==> src/verilog/sdd_pkg.sv <==
// Purpose: Constants and types for the serial data, divider and flag clear bank
// Assumes: APB with 32-bit data and pstrb byte lanes
// Notes:   Offsets are word indexes; byte address is four times the index
package sdd_pkg;
  localparam int NCH = 4;
  // Register word indexes
  localparam logic [19:0] IDX_DATA0 = 20'hf_ff10;
  localparam logic [19:0] IDX_DATA1 = 20'hf_ff12;
  localparam logic [19:0] IDX_DATA2 = 20'hf_ff44;
  localparam logic [19:0] IDX_DATA3 = 20'hf_ff46;
  localparam logic [19:0] IDX_CLR0  = 20'hf_0108;
  localparam logic [19:0] IDX_CLR1  = 20'hf_010a;
  localparam logic [19:0] IDX_CLR2  = 20'hf_010c;
  localparam logic [19:0] IDX_CLR3  = 20'hf_010e;
  localparam logic [19:0] IDX_CTRL  = 20'hf_0130;
  localparam logic [19:0] IDX_STAT  = 20'hf_0132;
  localparam logic [3:0][19:0] IDX_DATA = {IDX_DATA3, IDX_DATA2, IDX_DATA1, IDX_DATA0};
  localparam logic [3:0][19:0] IDX_CLR  = {IDX_CLR3, IDX_CLR2, IDX_CLR1, IDX_CLR0};
  // Data register fields
  localparam int DIV_LSB = 9;
  localparam int DIV_W   = 7;
  localparam int BUF_W   = 9;
  localparam logic [8:0] BUF_MASK_WIDE   = 9'h1ff;
  localparam logic [8:0] BUF_MASK_NARROW = 9'h0ff;
  // Clear trigger fields
  localparam int FE_BIT = 2;
  localparam int PE_BIT = 1;
  localparam int OV_BIT = 0;
  // Control and status fields
  localparam int CTRL_START_LSB = 0;
  localparam int CTRL_STOP_LSB  = 4;
  localparam int CTRL_CCS_LSB   = 8;
  localparam int STAT_EN_LSB    = 16;
  // Reset values
  localparam logic [8:0]  BUF_RST = 9'h000;
  localparam logic [6:0]  DIV_RST = 7'h00;
  localparam logic [15:0] REG_RST = 16'h0000;
  localparam logic [31:0] RD_ZERO = 32'h0000_0000;

  typedef struct packed {
    logic framing;
    logic parity;
    logic overrun;
  } sdd_err_t;
endpackage

==> src/verilog/sdd_bank.sv <==
// Purpose: Four-channel serial data buffers, transfer clock dividers, error flag clear triggers
// Assumes: APB slave, one wait state; shift registers and error detectors sit outside
// Notes:   Error flags and channel enables are kept here and exported
// Functional notes
// - Channels 0,1 buffer 9 bits, channels 2,3 buffer 8; bits 15..9 divider.
// - With clock source 0, transfer clock is operation clock over 2*(divider+1).
// - With clock source 1, divider counter held at zero and external shift clock pin used.
// - Received word stored to buffer; written buffer word feeds the shift register.
// - Divider writable only while channel disabled; enabled writes touch buffer only.
// - Reads while enabled return zero in the divider field.
// - Reset clears the whole data register to zero.
// - Low-byte-only write while stopped clears the divider field.
// - Writing 1 to a clear trigger clears the matching error flag.
// - Clear triggers self-clear once their flag is cleared.
// - Framing clear trigger exists only on channels 1 and 3.
// - Clear trigger register always reads zero.
// - Reset clears the clear trigger register.
// - Clear trigger register accepts 16-bit and low 8-bit writes.
// - Data register supports 16-bit reads and writes.
// - Start trigger sets channel enabled; trigger self-clears once enabled.
//
// The implementer's own choice: the APB slave port.
`timescale 1ns/1ps
module sdd_bank (
  input  wire logic                     clk_in,
  input  wire logic                     srst_in,
  input  wire logic [31:0]              paddr_in,
  input  wire logic                     psel_in,
  input  wire logic                     penable_in,
  input  wire logic                     pwrite_in,
  input  wire logic [31:0]              pwdata_in,
  input  wire logic [3:0]               pstrb_in,
  output logic      [31:0]              prdata_out,
  output logic                          pready_out,
  output logic                          pslverr_out,
  input  wire logic [3:0]               shift_clock_pin_in,
  output logic      [3:0]               transfer_clk_out,
  input  wire logic [3:0]               rx_store_in,
  input  wire logic [3:0][8:0]          rx_word_in,
  output logic      [3:0][8:0]          tx_word_out,
  input  wire sdd_pkg::sdd_err_t [3:0]  err_set_in,
  output sdd_pkg::sdd_err_t      [3:0]  err_flags_out,
  output logic      [3:0]               channel_enabled_out
);

  logic                     pready_r;
  logic [31:0]              prdata_r;
  logic                     pslverr_r;
  logic [8:0]               buf_r   [4];
  logic [6:0]               div_r   [4];
  logic [6:0]               cnt_r   [4];
  logic [3:0]               tclk_r;
  logic [3:0]               pin_s1_r;
  logic [3:0]               pin_s2_r;
  sdd_pkg::sdd_err_t [3:0]  flag_r;
  sdd_pkg::sdd_err_t [3:0]  trig_r;
  logic [3:0]               start_r;
  logic [3:0]               en_r;
  logic [3:0]               ccs_r;
  logic [19:0]              idx;
  logic                     addr_ok;
  logic                     wr_fire;
  logic                     full16;
  logic                     low8;
  logic                     wr_ctrl;
  logic [31:0]              rd_val;
  logic                     rd_hit;

  assign idx     = paddr_in[21:2];
  assign addr_ok = (paddr_in[31:22] == 10'h000) && (paddr_in[1:0] == 2'b00);
  assign wr_fire = psel_in && penable_in && pready_r && pwrite_in;
  assign full16  = (pstrb_in[1:0] == 2'b11);
  assign low8    = (pstrb_in[1:0] == 2'b01);
  assign wr_ctrl = wr_fire && addr_ok && (idx == sdd_pkg::IDX_CTRL) && pstrb_in[0];

  // Read mux
  always_comb begin
    rd_val = sdd_pkg::RD_ZERO;
    rd_hit = 1'b0;
    if (addr_ok) begin
      for (int c = 0; c < sdd_pkg::NCH; c++) begin
        if (idx == sdd_pkg::IDX_DATA[c]) begin
          rd_hit           = 1'b1;
          rd_val[8:0]      = buf_r[c];
          rd_val[15:9]     = en_r[c] ? sdd_pkg::DIV_RST : div_r[c];
        end
        if (idx == sdd_pkg::IDX_CLR[c]) begin
          rd_hit = 1'b1;
        end
      end
      if (idx == sdd_pkg::IDX_CTRL) begin
        rd_hit = 1'b1;
        rd_val[sdd_pkg::CTRL_CCS_LSB +: 4] = ccs_r;
      end
      if (idx == sdd_pkg::IDX_STAT) begin
        rd_hit = 1'b1;
        for (int c = 0; c < sdd_pkg::NCH; c++) begin
          rd_val[4*c +: 3] = flag_r[c];
        end
        rd_val[sdd_pkg::STAT_EN_LSB +: 4] = en_r;
      end
    end
  end

  // APB answer: one wait state
  always_ff @(posedge clk_in) begin
    if (srst_in) begin
      pready_r  <= 1'b0;
      prdata_r  <= sdd_pkg::RD_ZERO;
      pslverr_r <= 1'b0;
    end else if (psel_in && penable_in && !pready_r) begin
      pready_r  <= 1'b1;
      prdata_r  <= pwrite_in ? sdd_pkg::RD_ZERO : rd_val;
      pslverr_r <= !rd_hit;
    end else begin
      pready_r  <= 1'b0;
      pslverr_r <= 1'b0;
    end
  end

  assign prdata_out  = prdata_r;
  assign pready_out  = pready_r;
  assign pslverr_out = pready_r && pslverr_r;

  // Clock source select
  always_ff @(posedge clk_in) begin
    if (srst_in) begin
      ccs_r <= 4'h0;
    end else if (wr_ctrl && pstrb_in[1]) begin
      ccs_r <= pwdata_in[sdd_pkg::CTRL_CCS_LSB +: 4];
    end
  end

  // Start trigger and enabled status
  always_ff @(posedge clk_in) begin
    if (srst_in) begin
      start_r <= 4'h0;
    end else if (wr_ctrl) begin
      start_r <= pwdata_in[sdd_pkg::CTRL_START_LSB +: 4] & ~en_r;
    end else begin
      start_r <= start_r & ~en_r;
    end
  end

  always_ff @(posedge clk_in) begin
    if (srst_in) begin
      en_r <= 4'h0;
    end else if (wr_ctrl) begin
      en_r <= (en_r | start_r) & ~pwdata_in[sdd_pkg::CTRL_STOP_LSB +: 4];
    end else begin
      en_r <= en_r | start_r;
    end
  end

  // Pin synchroniser
  always_ff @(posedge clk_in) begin
    if (srst_in) begin
      pin_s1_r <= 4'h0;
      pin_s2_r <= 4'h0;
    end else begin
      pin_s1_r <= shift_clock_pin_in;
      pin_s2_r <= pin_s1_r;
    end
  end

  for (genvar c = 0; c < sdd_pkg::NCH; c++) begin : g_ch
    localparam logic [8:0] MASK = (c < 2) ? sdd_pkg::BUF_MASK_WIDE : sdd_pkg::BUF_MASK_NARROW;
    localparam logic       HAS_FE = (c == 1) || (c == 3);
    logic data_wr;
    logic clr_wr;
    assign data_wr = wr_fire && addr_ok && (idx == sdd_pkg::IDX_DATA[c]);
    assign clr_wr  = wr_fire && addr_ok && (idx == sdd_pkg::IDX_CLR[c]) && pstrb_in[0];

    // Buffer bits
    always_ff @(posedge clk_in) begin
      if (srst_in) begin
        buf_r[c] <= sdd_pkg::BUF_RST;
      end else if (rx_store_in[c]) begin
        buf_r[c] <= rx_word_in[c] & MASK;
      end else if (data_wr && full16) begin
        buf_r[c] <= pwdata_in[8:0] & MASK;
      end else if (data_wr && low8) begin
        buf_r[c] <= {buf_r[c][8], pwdata_in[7:0]} & MASK;
      end
    end

    // Divider field
    always_ff @(posedge clk_in) begin
      if (srst_in) begin
        div_r[c] <= sdd_pkg::DIV_RST;
      end else if (data_wr && !en_r[c] && full16) begin
        div_r[c] <= pwdata_in[sdd_pkg::DIV_LSB +: sdd_pkg::DIV_W];
      end else if (data_wr && !en_r[c] && low8) begin
        div_r[c] <= sdd_pkg::DIV_RST;
      end
    end

    // Transfer clock divider
    always_ff @(posedge clk_in) begin
      if (srst_in || !en_r[c] || ccs_r[c]) begin
        cnt_r[c]  <= sdd_pkg::DIV_RST;
        tclk_r[c] <= 1'b0;
      end else if (cnt_r[c] == div_r[c]) begin
        cnt_r[c]  <= sdd_pkg::DIV_RST;
        tclk_r[c] <= !tclk_r[c];
      end else begin
        cnt_r[c]  <= cnt_r[c] + 7'd1;
      end
    end

    assign transfer_clk_out[c] = ccs_r[c] ? pin_s2_r[c] : tclk_r[c];
    assign tx_word_out[c]      = buf_r[c];

    // Clear triggers
    always_ff @(posedge clk_in) begin
      if (srst_in) begin
        trig_r[c] <= '0;
      end else if (clr_wr) begin
        trig_r[c] <= {pwdata_in[sdd_pkg::FE_BIT] && HAS_FE,
                      pwdata_in[sdd_pkg::PE_BIT],
                      pwdata_in[sdd_pkg::OV_BIT]};
      end else begin
        trig_r[c] <= trig_r[c] & flag_r[c];
      end
    end

    // Error flags
    always_ff @(posedge clk_in) begin
      if (srst_in) begin
        flag_r[c] <= '0;
      end else begin
        flag_r[c].framing <= HAS_FE && (flag_r[c].framing || err_set_in[c].framing) && !trig_r[c].framing;
        flag_r[c].parity  <= (flag_r[c].parity  || err_set_in[c].parity)  && !trig_r[c].parity;
        flag_r[c].overrun <= (flag_r[c].overrun || err_set_in[c].overrun) && !trig_r[c].overrun;
      end
    end
  end

  assign err_flags_out       = flag_r;
  assign channel_enabled_out = en_r;

  chk_clr_reads_zero: assert property (@(posedge clk_in) disable iff (srst_in)
    psel_in && penable_in && !pwrite_in && addr_ok && idx == sdd_pkg::IDX_CLR1 && !pready_r
    |=> pready_out && prdata_out == sdd_pkg::RD_ZERO)
    else $error("clear trigger register read not zero");

  chk_div_locked: assert property (@(posedge clk_in) disable iff (srst_in)
    en_r[0] && $past(en_r[0]) |-> $stable(div_r[0]))
    else $error("divider changed while enabled");

  chk_div_read_hidden: assert property (@(posedge clk_in) disable iff (srst_in)
    psel_in && penable_in && !pwrite_in && addr_ok && idx == sdd_pkg::IDX_DATA0 && !pready_r && en_r[0]
    |=> prdata_out[15:9] == 7'h00)
    else $error("divider visible while enabled");

  chk_flag_cleared: assert property (@(posedge clk_in) disable iff (srst_in)
    trig_r[1].overrun |=> !flag_r[1].overrun)
    else $error("overrun flag not cleared by trigger");

  chk_trig_selfclear: assert property (@(posedge clk_in) disable iff (srst_in)
    $rose(trig_r[1].parity) && !(wr_fire && idx == sdd_pkg::IDX_CLR1) ##1 !(wr_fire && idx == sdd_pkg::IDX_CLR1)
    |-> ##1 !trig_r[1].parity)
    else $error("clear trigger stuck");

  chk_start_enables: assert property (@(posedge clk_in) disable iff (srst_in)
    start_r[0] && !wr_ctrl |=> en_r[0] ##1 !start_r[0])
    else $error("start trigger did not enable channel");

  chk_fe_absent: assert property (@(posedge clk_in) disable iff (srst_in)
    !flag_r[0].framing && !flag_r[2].framing && !trig_r[2].framing)
    else $error("framing flag on channel without it");

  chk_narrow_bit8: assert property (@(posedge clk_in) disable iff (srst_in)
    buf_r[2][8] == 1'b0 && buf_r[3][8] == 1'b0)
    else $error("bit 8 set on narrow channel");

  chk_reset_clears: assert property (@(posedge clk_in)
    srst_in |=> buf_r[0] == sdd_pkg::BUF_RST && div_r[0] == sdd_pkg::DIV_RST && trig_r[0] == '0)
    else $error("reset did not clear registers");

  chk_div_count: assert property (@(posedge clk_in) disable iff (srst_in)
    en_r[0] && !ccs_r[0] && cnt_r[0] == div_r[0] && $stable(div_r[0]) |=> $changed(tclk_r[0]))
    else $error("transfer clock toggle missed");

  chk_low_write_div: assert property (@(posedge clk_in) disable iff (srst_in)
    wr_fire && addr_ok && idx == sdd_pkg::IDX_DATA2 && low8 && !en_r[2] |=> div_r[2] == 7'h00)
    else $error("low byte write kept divider");

  chk_clear_wins: assert property (@(posedge clk_in) disable iff (srst_in)
    trig_r[0].parity && err_set_in[0].parity |=> !flag_r[0].parity)
    else $error("error set beat clear trigger");

  chk_ready_wait: assert property (@(posedge clk_in) disable iff (srst_in)
    psel_in && penable_in && !pready_r |=> pready_out)
    else $error("ready not given after one wait state");

  chk_ready_pulse: assert property (@(posedge clk_in) disable iff (srst_in)
    pready_out |=> !pready_out)
    else $error("ready held longer than one cycle");

  chk_rx_store: assert property (@(posedge clk_in) disable iff (srst_in)
    rx_store_in[0] |=> tx_word_out[0] == $past(rx_word_in[0]))
    else $error("received word not stored");

  chk_rx_narrow: assert property (@(posedge clk_in) disable iff (srst_in)
    rx_store_in[2] |=> tx_word_out[2] == {1'b0, $past(rx_word_in[2][7:0])})
    else $error("narrow channel stored wrong word");

  chk_data_write: assert property (@(posedge clk_in) disable iff (srst_in)
    wr_fire && addr_ok && idx == sdd_pkg::IDX_DATA1 && full16 && !rx_store_in[1] |=> tx_word_out[1] == $past(pwdata_in[8:0]))
    else $error("buffer write lost");

  chk_div_write: assert property (@(posedge clk_in) disable iff (srst_in)
    wr_fire && addr_ok && idx == sdd_pkg::IDX_DATA1 && full16 && !en_r[1] |=> div_r[1] == $past(pwdata_in[15:9]))
    else $error("divider write lost while stopped");

  chk_div_frozen: assert property (@(posedge clk_in) disable iff (srst_in)
    wr_fire && addr_ok && idx == sdd_pkg::IDX_DATA1 && en_r[1] |=> $stable(div_r[1]))
    else $error("divider written while enabled");

  chk_cnt_bound: assert property (@(posedge clk_in) disable iff (srst_in)
    en_r[1] && !ccs_r[1] |-> cnt_r[1] <= div_r[1])
    else $error("divider counter passed its limit");

  chk_ext_clock: assert property (@(posedge clk_in) disable iff (srst_in)
    ccs_r[3] && $past(ccs_r[3]) |-> transfer_clk_out[3] == $past(shift_clock_pin_in[3], 2))
    else $error("external shift clock not passed through");

  chk_flag_sets: assert property (@(posedge clk_in) disable iff (srst_in)
    err_set_in[3].parity && !trig_r[3].parity |=> flag_r[3].parity)
    else $error("parity flag not set");

  chk_clr_low_byte: assert property (@(posedge clk_in) disable iff (srst_in)
    wr_fire && addr_ok && idx == sdd_pkg::IDX_CLR3 && pstrb_in[0] && pwdata_in[sdd_pkg::FE_BIT] |=> trig_r[3].framing)
    else $error("low byte clear trigger write lost");

  chk_trig_reset: assert property (@(posedge clk_in)
    srst_in |=> trig_r[1] == '0 && trig_r[3] == '0 && flag_r[1] == '0)
    else $error("reset did not clear triggers");

endmodule // sdd_bank

==> config.mk <==
export PLATFORM = sky130hd
export DESIGN_NAME = sdd_bank
export DESIGN_NICKNAME = d
export VERILOG_FILES = /design/src/verilog/sdd_pkg.sv /design/src/verilog/sdd_bank.sv
export SDC_FILE = /design/constraint.sdc
export NUM_CORES = 1
export LEC_CHECK = 0
export BUFFER_PORTS_ARGS = -buffer_cell sky130_fd_sc_hd__buf_2
export CORE_MARGIN = 2
export CORE_UTILIZATION = 48
export CTS_CLUSTER_DIAMETER = 30
export DETAILED_ROUTE_END_ITERATION = 7
export PLACE_DENSITY = 0.73
export SLEW_MARGIN = 40
export SYNTH_ARGS = -nofsm -noshare
export SYNTH_HDL_FRONTEND = slang
export SYNTH_SLANG_ARGS = --single-unit
==> constraint.sdc <==
create_clock -name clk_in -period 2.2 [get_ports clk_in]
set_clock_uncertainty 0.1 [all_clocks]
set_input_delay 0.11 -clock clk_in [delete_from_list [all_inputs] [get_ports clk_in]]
set_output_delay 0.11 -clock clk_in [all_outputs]
set_load 0.02 [all_outputs]
; ---- Word-level counts from Yosys, hierarchy flattened
; Memory sizes are Yosys's and may differ from the RTL's.
; Index checks and enable logic that the tools add are counted.
[word_totals]
word_cells = 369
romBits = 0
in_bits = 129
latch_bits = 0
output_inout_bits = 90
mem_count = 3
regBits = 82
mem_bits_rw = 92
[mem_list]
columns = name, depth, width, rd, rd_ports_with_merged_regs, write_ports, line_no
row1 = buf_r, 4, 9, 4, 0, 4, sdd_bank.sv:49  ; logic [8:0] buf_r [4];
row2 = cnt_r, 4, 7, 4, 0, 4, sdd_bank.sv:51  ; logic [6:0] cnt_r [4];
row3 = div_r, 4, 7, 4, 0, 4, sdd_bank.sv:50  ; logic [6:0] div_r [4];
[classes]
muxes = 176
addsub = 4
magnitude_cmp = 0
bitwise_logic = 39
reduce_logical = 95
n_shift = 0
div = 0
eq_ne = 16
multipliers = 0
[ops]
columns = operator, count
row1 = 20-bit == test (second input constant), 10
row2 = 7-bit 2-to-1 mux, 20
row3 = 1-bit 2-to-1 mux, 126
row4 = 9-bit 2-to-1 mux, 12
row5 = 16-bit 2-to-1 mux, 4
row6 = 1-bit logical AND, 52
row7 = 20-bit 2-to-1 mux, 2
row8 = 7-bit by 1-bit adder with 7-bit output (second input constant), 4
row9 = 7-bit == test, 4
row10 = 1-bit bitwise OR, 28
row11 = 1-bit logical NOT, 20
row12 = 1-bit logical OR, 18
row13 = 3-bit 2-to-1 mux, 6
row14 = 4-bit 2-to-1 mux, 4
row15 = 3-bit bitwise AND, 4
row16 = 4-bit bitwise AND, 3
row17 = 10-bit logical NOT, 1
row18 = 4-bit inverter, 2
row19 = 2-bit OR reduction, 3
row20 = 2-bit 2-to-1 mux, 2
row21 = 4-bit bitwise OR, 1
row22 = 2-bit by 1-bit == test with 1-bit output (second input constant), 1
row23 = 2-bit == test (second input constant), 1
row24 = 2-bit logical NOT, 1
row25 = 1-bit inverter, 1

; ---- Longest topological paths before layout
[depth]
ltp_word = 13
mapped_depth = 8
ltp_nobuf = 5

; ---- Worst setup path after synthesis
; No wires, ideal clock.
[synth_timing]
path_kind = flip-flop to flip-flop
from = register pready_r (netlist: pready_out)
to = memory buf_r[2][0] (enable)
setup_slack_ns = 0.013
setup_ns = 0.328
t_arrival_ns = 1.759
path_stages_with_launch = 6
path_buffers = 0
synth_period_minus_slack_ns = 2.187
path_cell_list = dfxtp_1 -> nand3_1 -> nor2_1 -> nand2_4 -> nor4b_4 -> or3_1
[synth_lines]
columns = item, line_no
row1 = start: declaration, sdd_bank.sv:46  ; logic pready_r;
row2 = start signal: assignment, sdd_bank.sv:108  ; pready_r <= 1'b0;
row3 = start signal: assignment, sdd_bank.sv:112  ; pready_r <= 1'b1;
row4 = start signal: assignment, sdd_bank.sv:116  ; pready_r <= 1'b0;
row5 = end: declaration, sdd_bank.sv:49

; ---- Worst setup path after layout
[layout_timing]
from = register pready_r (netlist: pready_out)
to = register ccs_r[3]
[layout_via]
elab_chain_len = 6
[layout_rtl]
columns = item, line_no
row1 = 1-bit logical AND (2 in series), sdd_bank.sv:71  ; assign wr_fire = psel_in && penable_in && pready_r && pwrite_in;
row2 = 1-bit logical AND (3 in series), sdd_bank.sv:74  ; assign wr_ctrl = wr_fire && addr_ok && (idx == sdd_pkg::IDX_CTRL) && pstrb_in[0];
row3 = 1-bit logical AND, sdd_bank.sv:129  ; end else if (wr_ctrl && pstrb_in[1]) begin
row4 = end signal: assignment, sdd_bank.sv:130  ; ccs_r <= pwdata_in[sdd_pkg::CTRL_CCS_LSB +: 4];
row5 = end: declaration, sdd_bank.sv:59  ; logic [3:0] ccs_r;
; Every way passes these cells.
; A chain may end at the register's enable or synchronous reset.

==> impl_metrics.py <==
metrics = {
    "outcome": {
        "status": "finished clean",
    },
    "detailed_routing": {
        "routed_via_density": 5.84,
        "ant_nets": 0,
        "firstDrtPassIters": 6,
        "post_drt_wl_per_cell_um": 19.7,
        "remaining_drc_errors": 0,
        "drt_first_iter_violations": 807,
        "wl_um": 25600,
        "vias": 7585,
    },
    "cells_and_area": {
        "layout.nets": 1197,
        "fillCellCount": 1242,
        "seq_area_um2": 4020,
        "multi_input_area_um2": 3910,
        "area_growth_pct": 34.1,
        "drive_above_1_share": 0.282,
        "fin_util": 0.657,
        "fin_area_um2": 10900,
    },
    "pwr": {
        "p_per_area_nw_per_um2": 632,
        "p_switching_mw": 1.75,
        "p_int_mw": 5.12,
        "p_leak_nw": 4.46,
        "combPwrFrac": 0.107,
        "power_frac_clock": 0.414,
        "seq_power_share": 0.479,
        "ir_drop_mv": 0.577,
        "swShare": 0.255,
    },
    "synthesis": {
        "yosys.area.top_type": "edfxtp_1",
        "yosys.area_share.simple": 0.242,
        "synth_xor_area_frac": 0.0563,
        "synthArstFlopShare": 0,
        "synth_flop_cell": "edfxtp_1",
        "syn_inst": 760,
        "synthMuxAreaShare": 0.0192,
        "synth.most_common_cell": "edfxtp_1",
        "synthAdderAreaFrac": 0.00618,
        "syn_area_um2": 8100,
        "synth_cell_type_count": 70,
        "yosysWarnings": 0,
        "synth-edff-count": 90,
        "synth_top_area_frac": 0.334,
        "yosys-top-cells-area": "edfxtp_1 (33%), dfxtp_1 (16%), a22o_1 (4.0%)",
        "synth_seq_cells": 156,
        "synth_compound_area_frac": 0.136,
        "yosysSeqAreaShare": 0.497,
        "synth_common_cells": "edfxtp_1 (90), nor2_1 (68), dfxtp_1 (66), and2_1 (44), a22o_1 (37)",
        "synth_top_family_by_area": "simple AND/OR/NAND/NOR gates",
        "avgSynthCellArea_um2": 10.7,
    },
    "setup_path": {
        "cp_cell_sequence": "nand3_1, nor2_4, and2_2, buf_4, nand4_1, dlygate4sd3_1, a21oi_1",
        "required_ns": 2.48,
        "critPathCapture": "ccs_r[3]",
        "crit_fanout": 5,
        "cp-start-kind": "flop",
        "endpoint_kind": "flop",
        "cpPeakStageDelay_ns": 0.58,
        "slowest_stage": "dlygate4sd3_1",
        "reg2reg_to": "ccs_r[3]",
        "r2r_slack_ns": 0.12,
        "crit_type": "reg2reg",
        "reg2regPathDepth": 7,
        "worstSetupStartpoint": "pready_out",
        "worstPathArrival_ns": 2.35,
        "reg2reg_from": "pready_out",
    },
    "sta": {
        "tightest_slew_ns": 0.706,
        "finalMaxSlewViolations": 0,
        "period_minus_slack_ns": 2.08,
        "fmax_ghz": 0.482,
        "relSlewSlack": 0.528,
        "finalSetupViolations": 0,
        "hold_viol_final": 0,
        "rsz0062_at_grt": "false",
        "fin_crit_sh": 0.944,
    },
    "die": {
        "die_h_um": 134,
        "fp.dieW_um": 134,
        "die_area_um2": 17900,
        "core_um2": 16500,
        "num_rows": 47,
        "initial_utilization": 0.490,
        "boundaryPins": 219,
    },
    "flow_run": {
        "cap_violations": 0,
    },
    "grt": {
        "grt_max_degree": 39,
        "overflow": 0,
        "grt_pass1_wl_um": 38800,
        "gr-usage-all-layers": 0.283,
        "grt_pass1_vias": 7201,
        "antenna_found_initial": 0,
    },
    "clock_tree": {
        "cts_buffer_depth": 2,
        "h-tree-depth": 4,
        "cts_tree": "done",
        "clock_sinks": 156,
        "cts_root_buf": "clkbuf_16",
        "clock_latency_ns": 0.44,
        "path_clk_slew_ns": 0.07,
        "numCtsBuffers": 17,
    },
    "place": {
        "gp_congestion": 0.912,
        "port_buffers": 180,
        "post_dp_cell_area_um2": 9530,
        "dp_hpwl_um": 18600,
    },
    "worst_hold_path": {
        "hold_class": "in2reg",
    },
}
## logic make-up (layout without fill, tap and decap cells)
family,Yosys count,in the layout
AOI/OAI and AO/OA,146,146
buffers and inverters,72,347
DFF,156,156
adders and majority gates,4,4
other,2,45
muxes,15,15
and+or+nand+nor,313,313
xor gates and xnor gates,52,52
## layout make-up
class                           instances  share of cell area
Inverter                               11             0.00380
Antenna cell                            1            0.000230
Clock inverter                         12             0.00749
Sequential cell                       156               0.371
Clock buffer                           20              0.0451
Multi-Input combinational cell        574               0.360
Tap cell                              220              0.0253
Timing Repair Buffer                  304               0.187
## registers in the layout, summed over array words and instances (netlist names)
| signal | count |
|---|---|
| buf_r | 34 |
| ccs_r | 4 |
| channel_enabled_out | 4 |
| cnt_r | 28 |
| div_r | 28 |
| err_flags_out | 10 |
| pin_s1_r | 4 |
| pin_s2_r | 4 |
| prdata_out | 20 |
| pready_out | 1 |
| pslverr_r | 1 |
| start_r | 4 |
| tclk_r | 4 |
| trig_r | 10 |
## per-layer routing
metal | share of wire | track usage | vias up
met5 | 0 | 0 | -
met4 | 0.039 | 0.119 | 0
met3 | 0.11 | 0.0809 | 101
met2 | 0.45 | 0.432 | 457
met1 | 0.40 | 0.378 | 3596
li1 | - | - | 3431
## what timing repair did
| action | CTS | global route |
|---|---|---|
| setup buffers | 0 | 2 |
| endpoints found under the hold margin | 94 | 0 |
| gates resized for setup | 0 | 5 |
| hold buffers | 71 | 0 |
| endpoints found under the setup margin | 0 | 9 |
## through the flow
stage	setup TNS, ns	hold WS [ns]	cells	power, mW	setup slack (ns)
after floorplan	0	0.106	802	3.68	0.0125
after global placement	0	0.225	1192	3.96	0.0128
after detailed placement	-0.380	0.229	1192	3.97	-0.0326
after CTS	0	0.0441	1295	6.85	0.0179
after global routing	0	0.0635	1297	7.05	0.0336
final	0	0.0517	1298	6.87	0.124
## worst max-delay path, delay by kind of cell (launching register included)
family | cells | cell delay (ns)
AO/OA/AOI/OAI | 1 | 0.14
buffers and inverters | 2 | 0.74
AND/OR/NAND/NOR | 4 | 0.63
flip-flops | 1 | 0.39
## placed cells by master (no fill, tap or decap), types with 13 or more instances in the layout
cell	count
a21oi_1	13
a22o_1	37
a22oi_1	15
and2_1	43
buf_2	180
buf_4	51
clkbuf_16	19
conb_1	44
dfxtp_1	66
dlygate4sd3_1	71
edfxtp_1	90
nand2_1	21
nand3_1	33
nand4_1	30
nor2_1	67
nor2b_1	18
nor3_1	14
o21ai_0	27
o32ai_1	13
xnor2_1	30
xor2_1	22
## power groups by stage
stage	clock network (mW)	logic (mW)	registers (mW)
floorplan	0	0.274	3.40
global placement	0	0.615	3.35
detailed placement	0	0.622	3.35
CTS	2.84	0.717	3.29
global route	2.97	0.784	3.30
finish	2.84	0.738	3.29
## worst min path at each step
stage	to	cells after the start	slack (ns)	start
floorplan	channel_enabled_out[3]	1	0.11	pwdata_in[7]
global placement	pin_s1_r[1]	2	0.22	shift_clock_pin_in[1]
detailed placement	pin_s1_r[3]	2	0.23	shift_clock_pin_in[3]
CTS	buf_r[0][8]	3	0.04	rx_store_in[0]
global route	buf_r[0][8]	2	0.06	pstrb_in[1]
finish	buf_r[0][8]	3	0.05	rx_store_in[0]
Note: power is estimated with default switching activity, not from simulation.
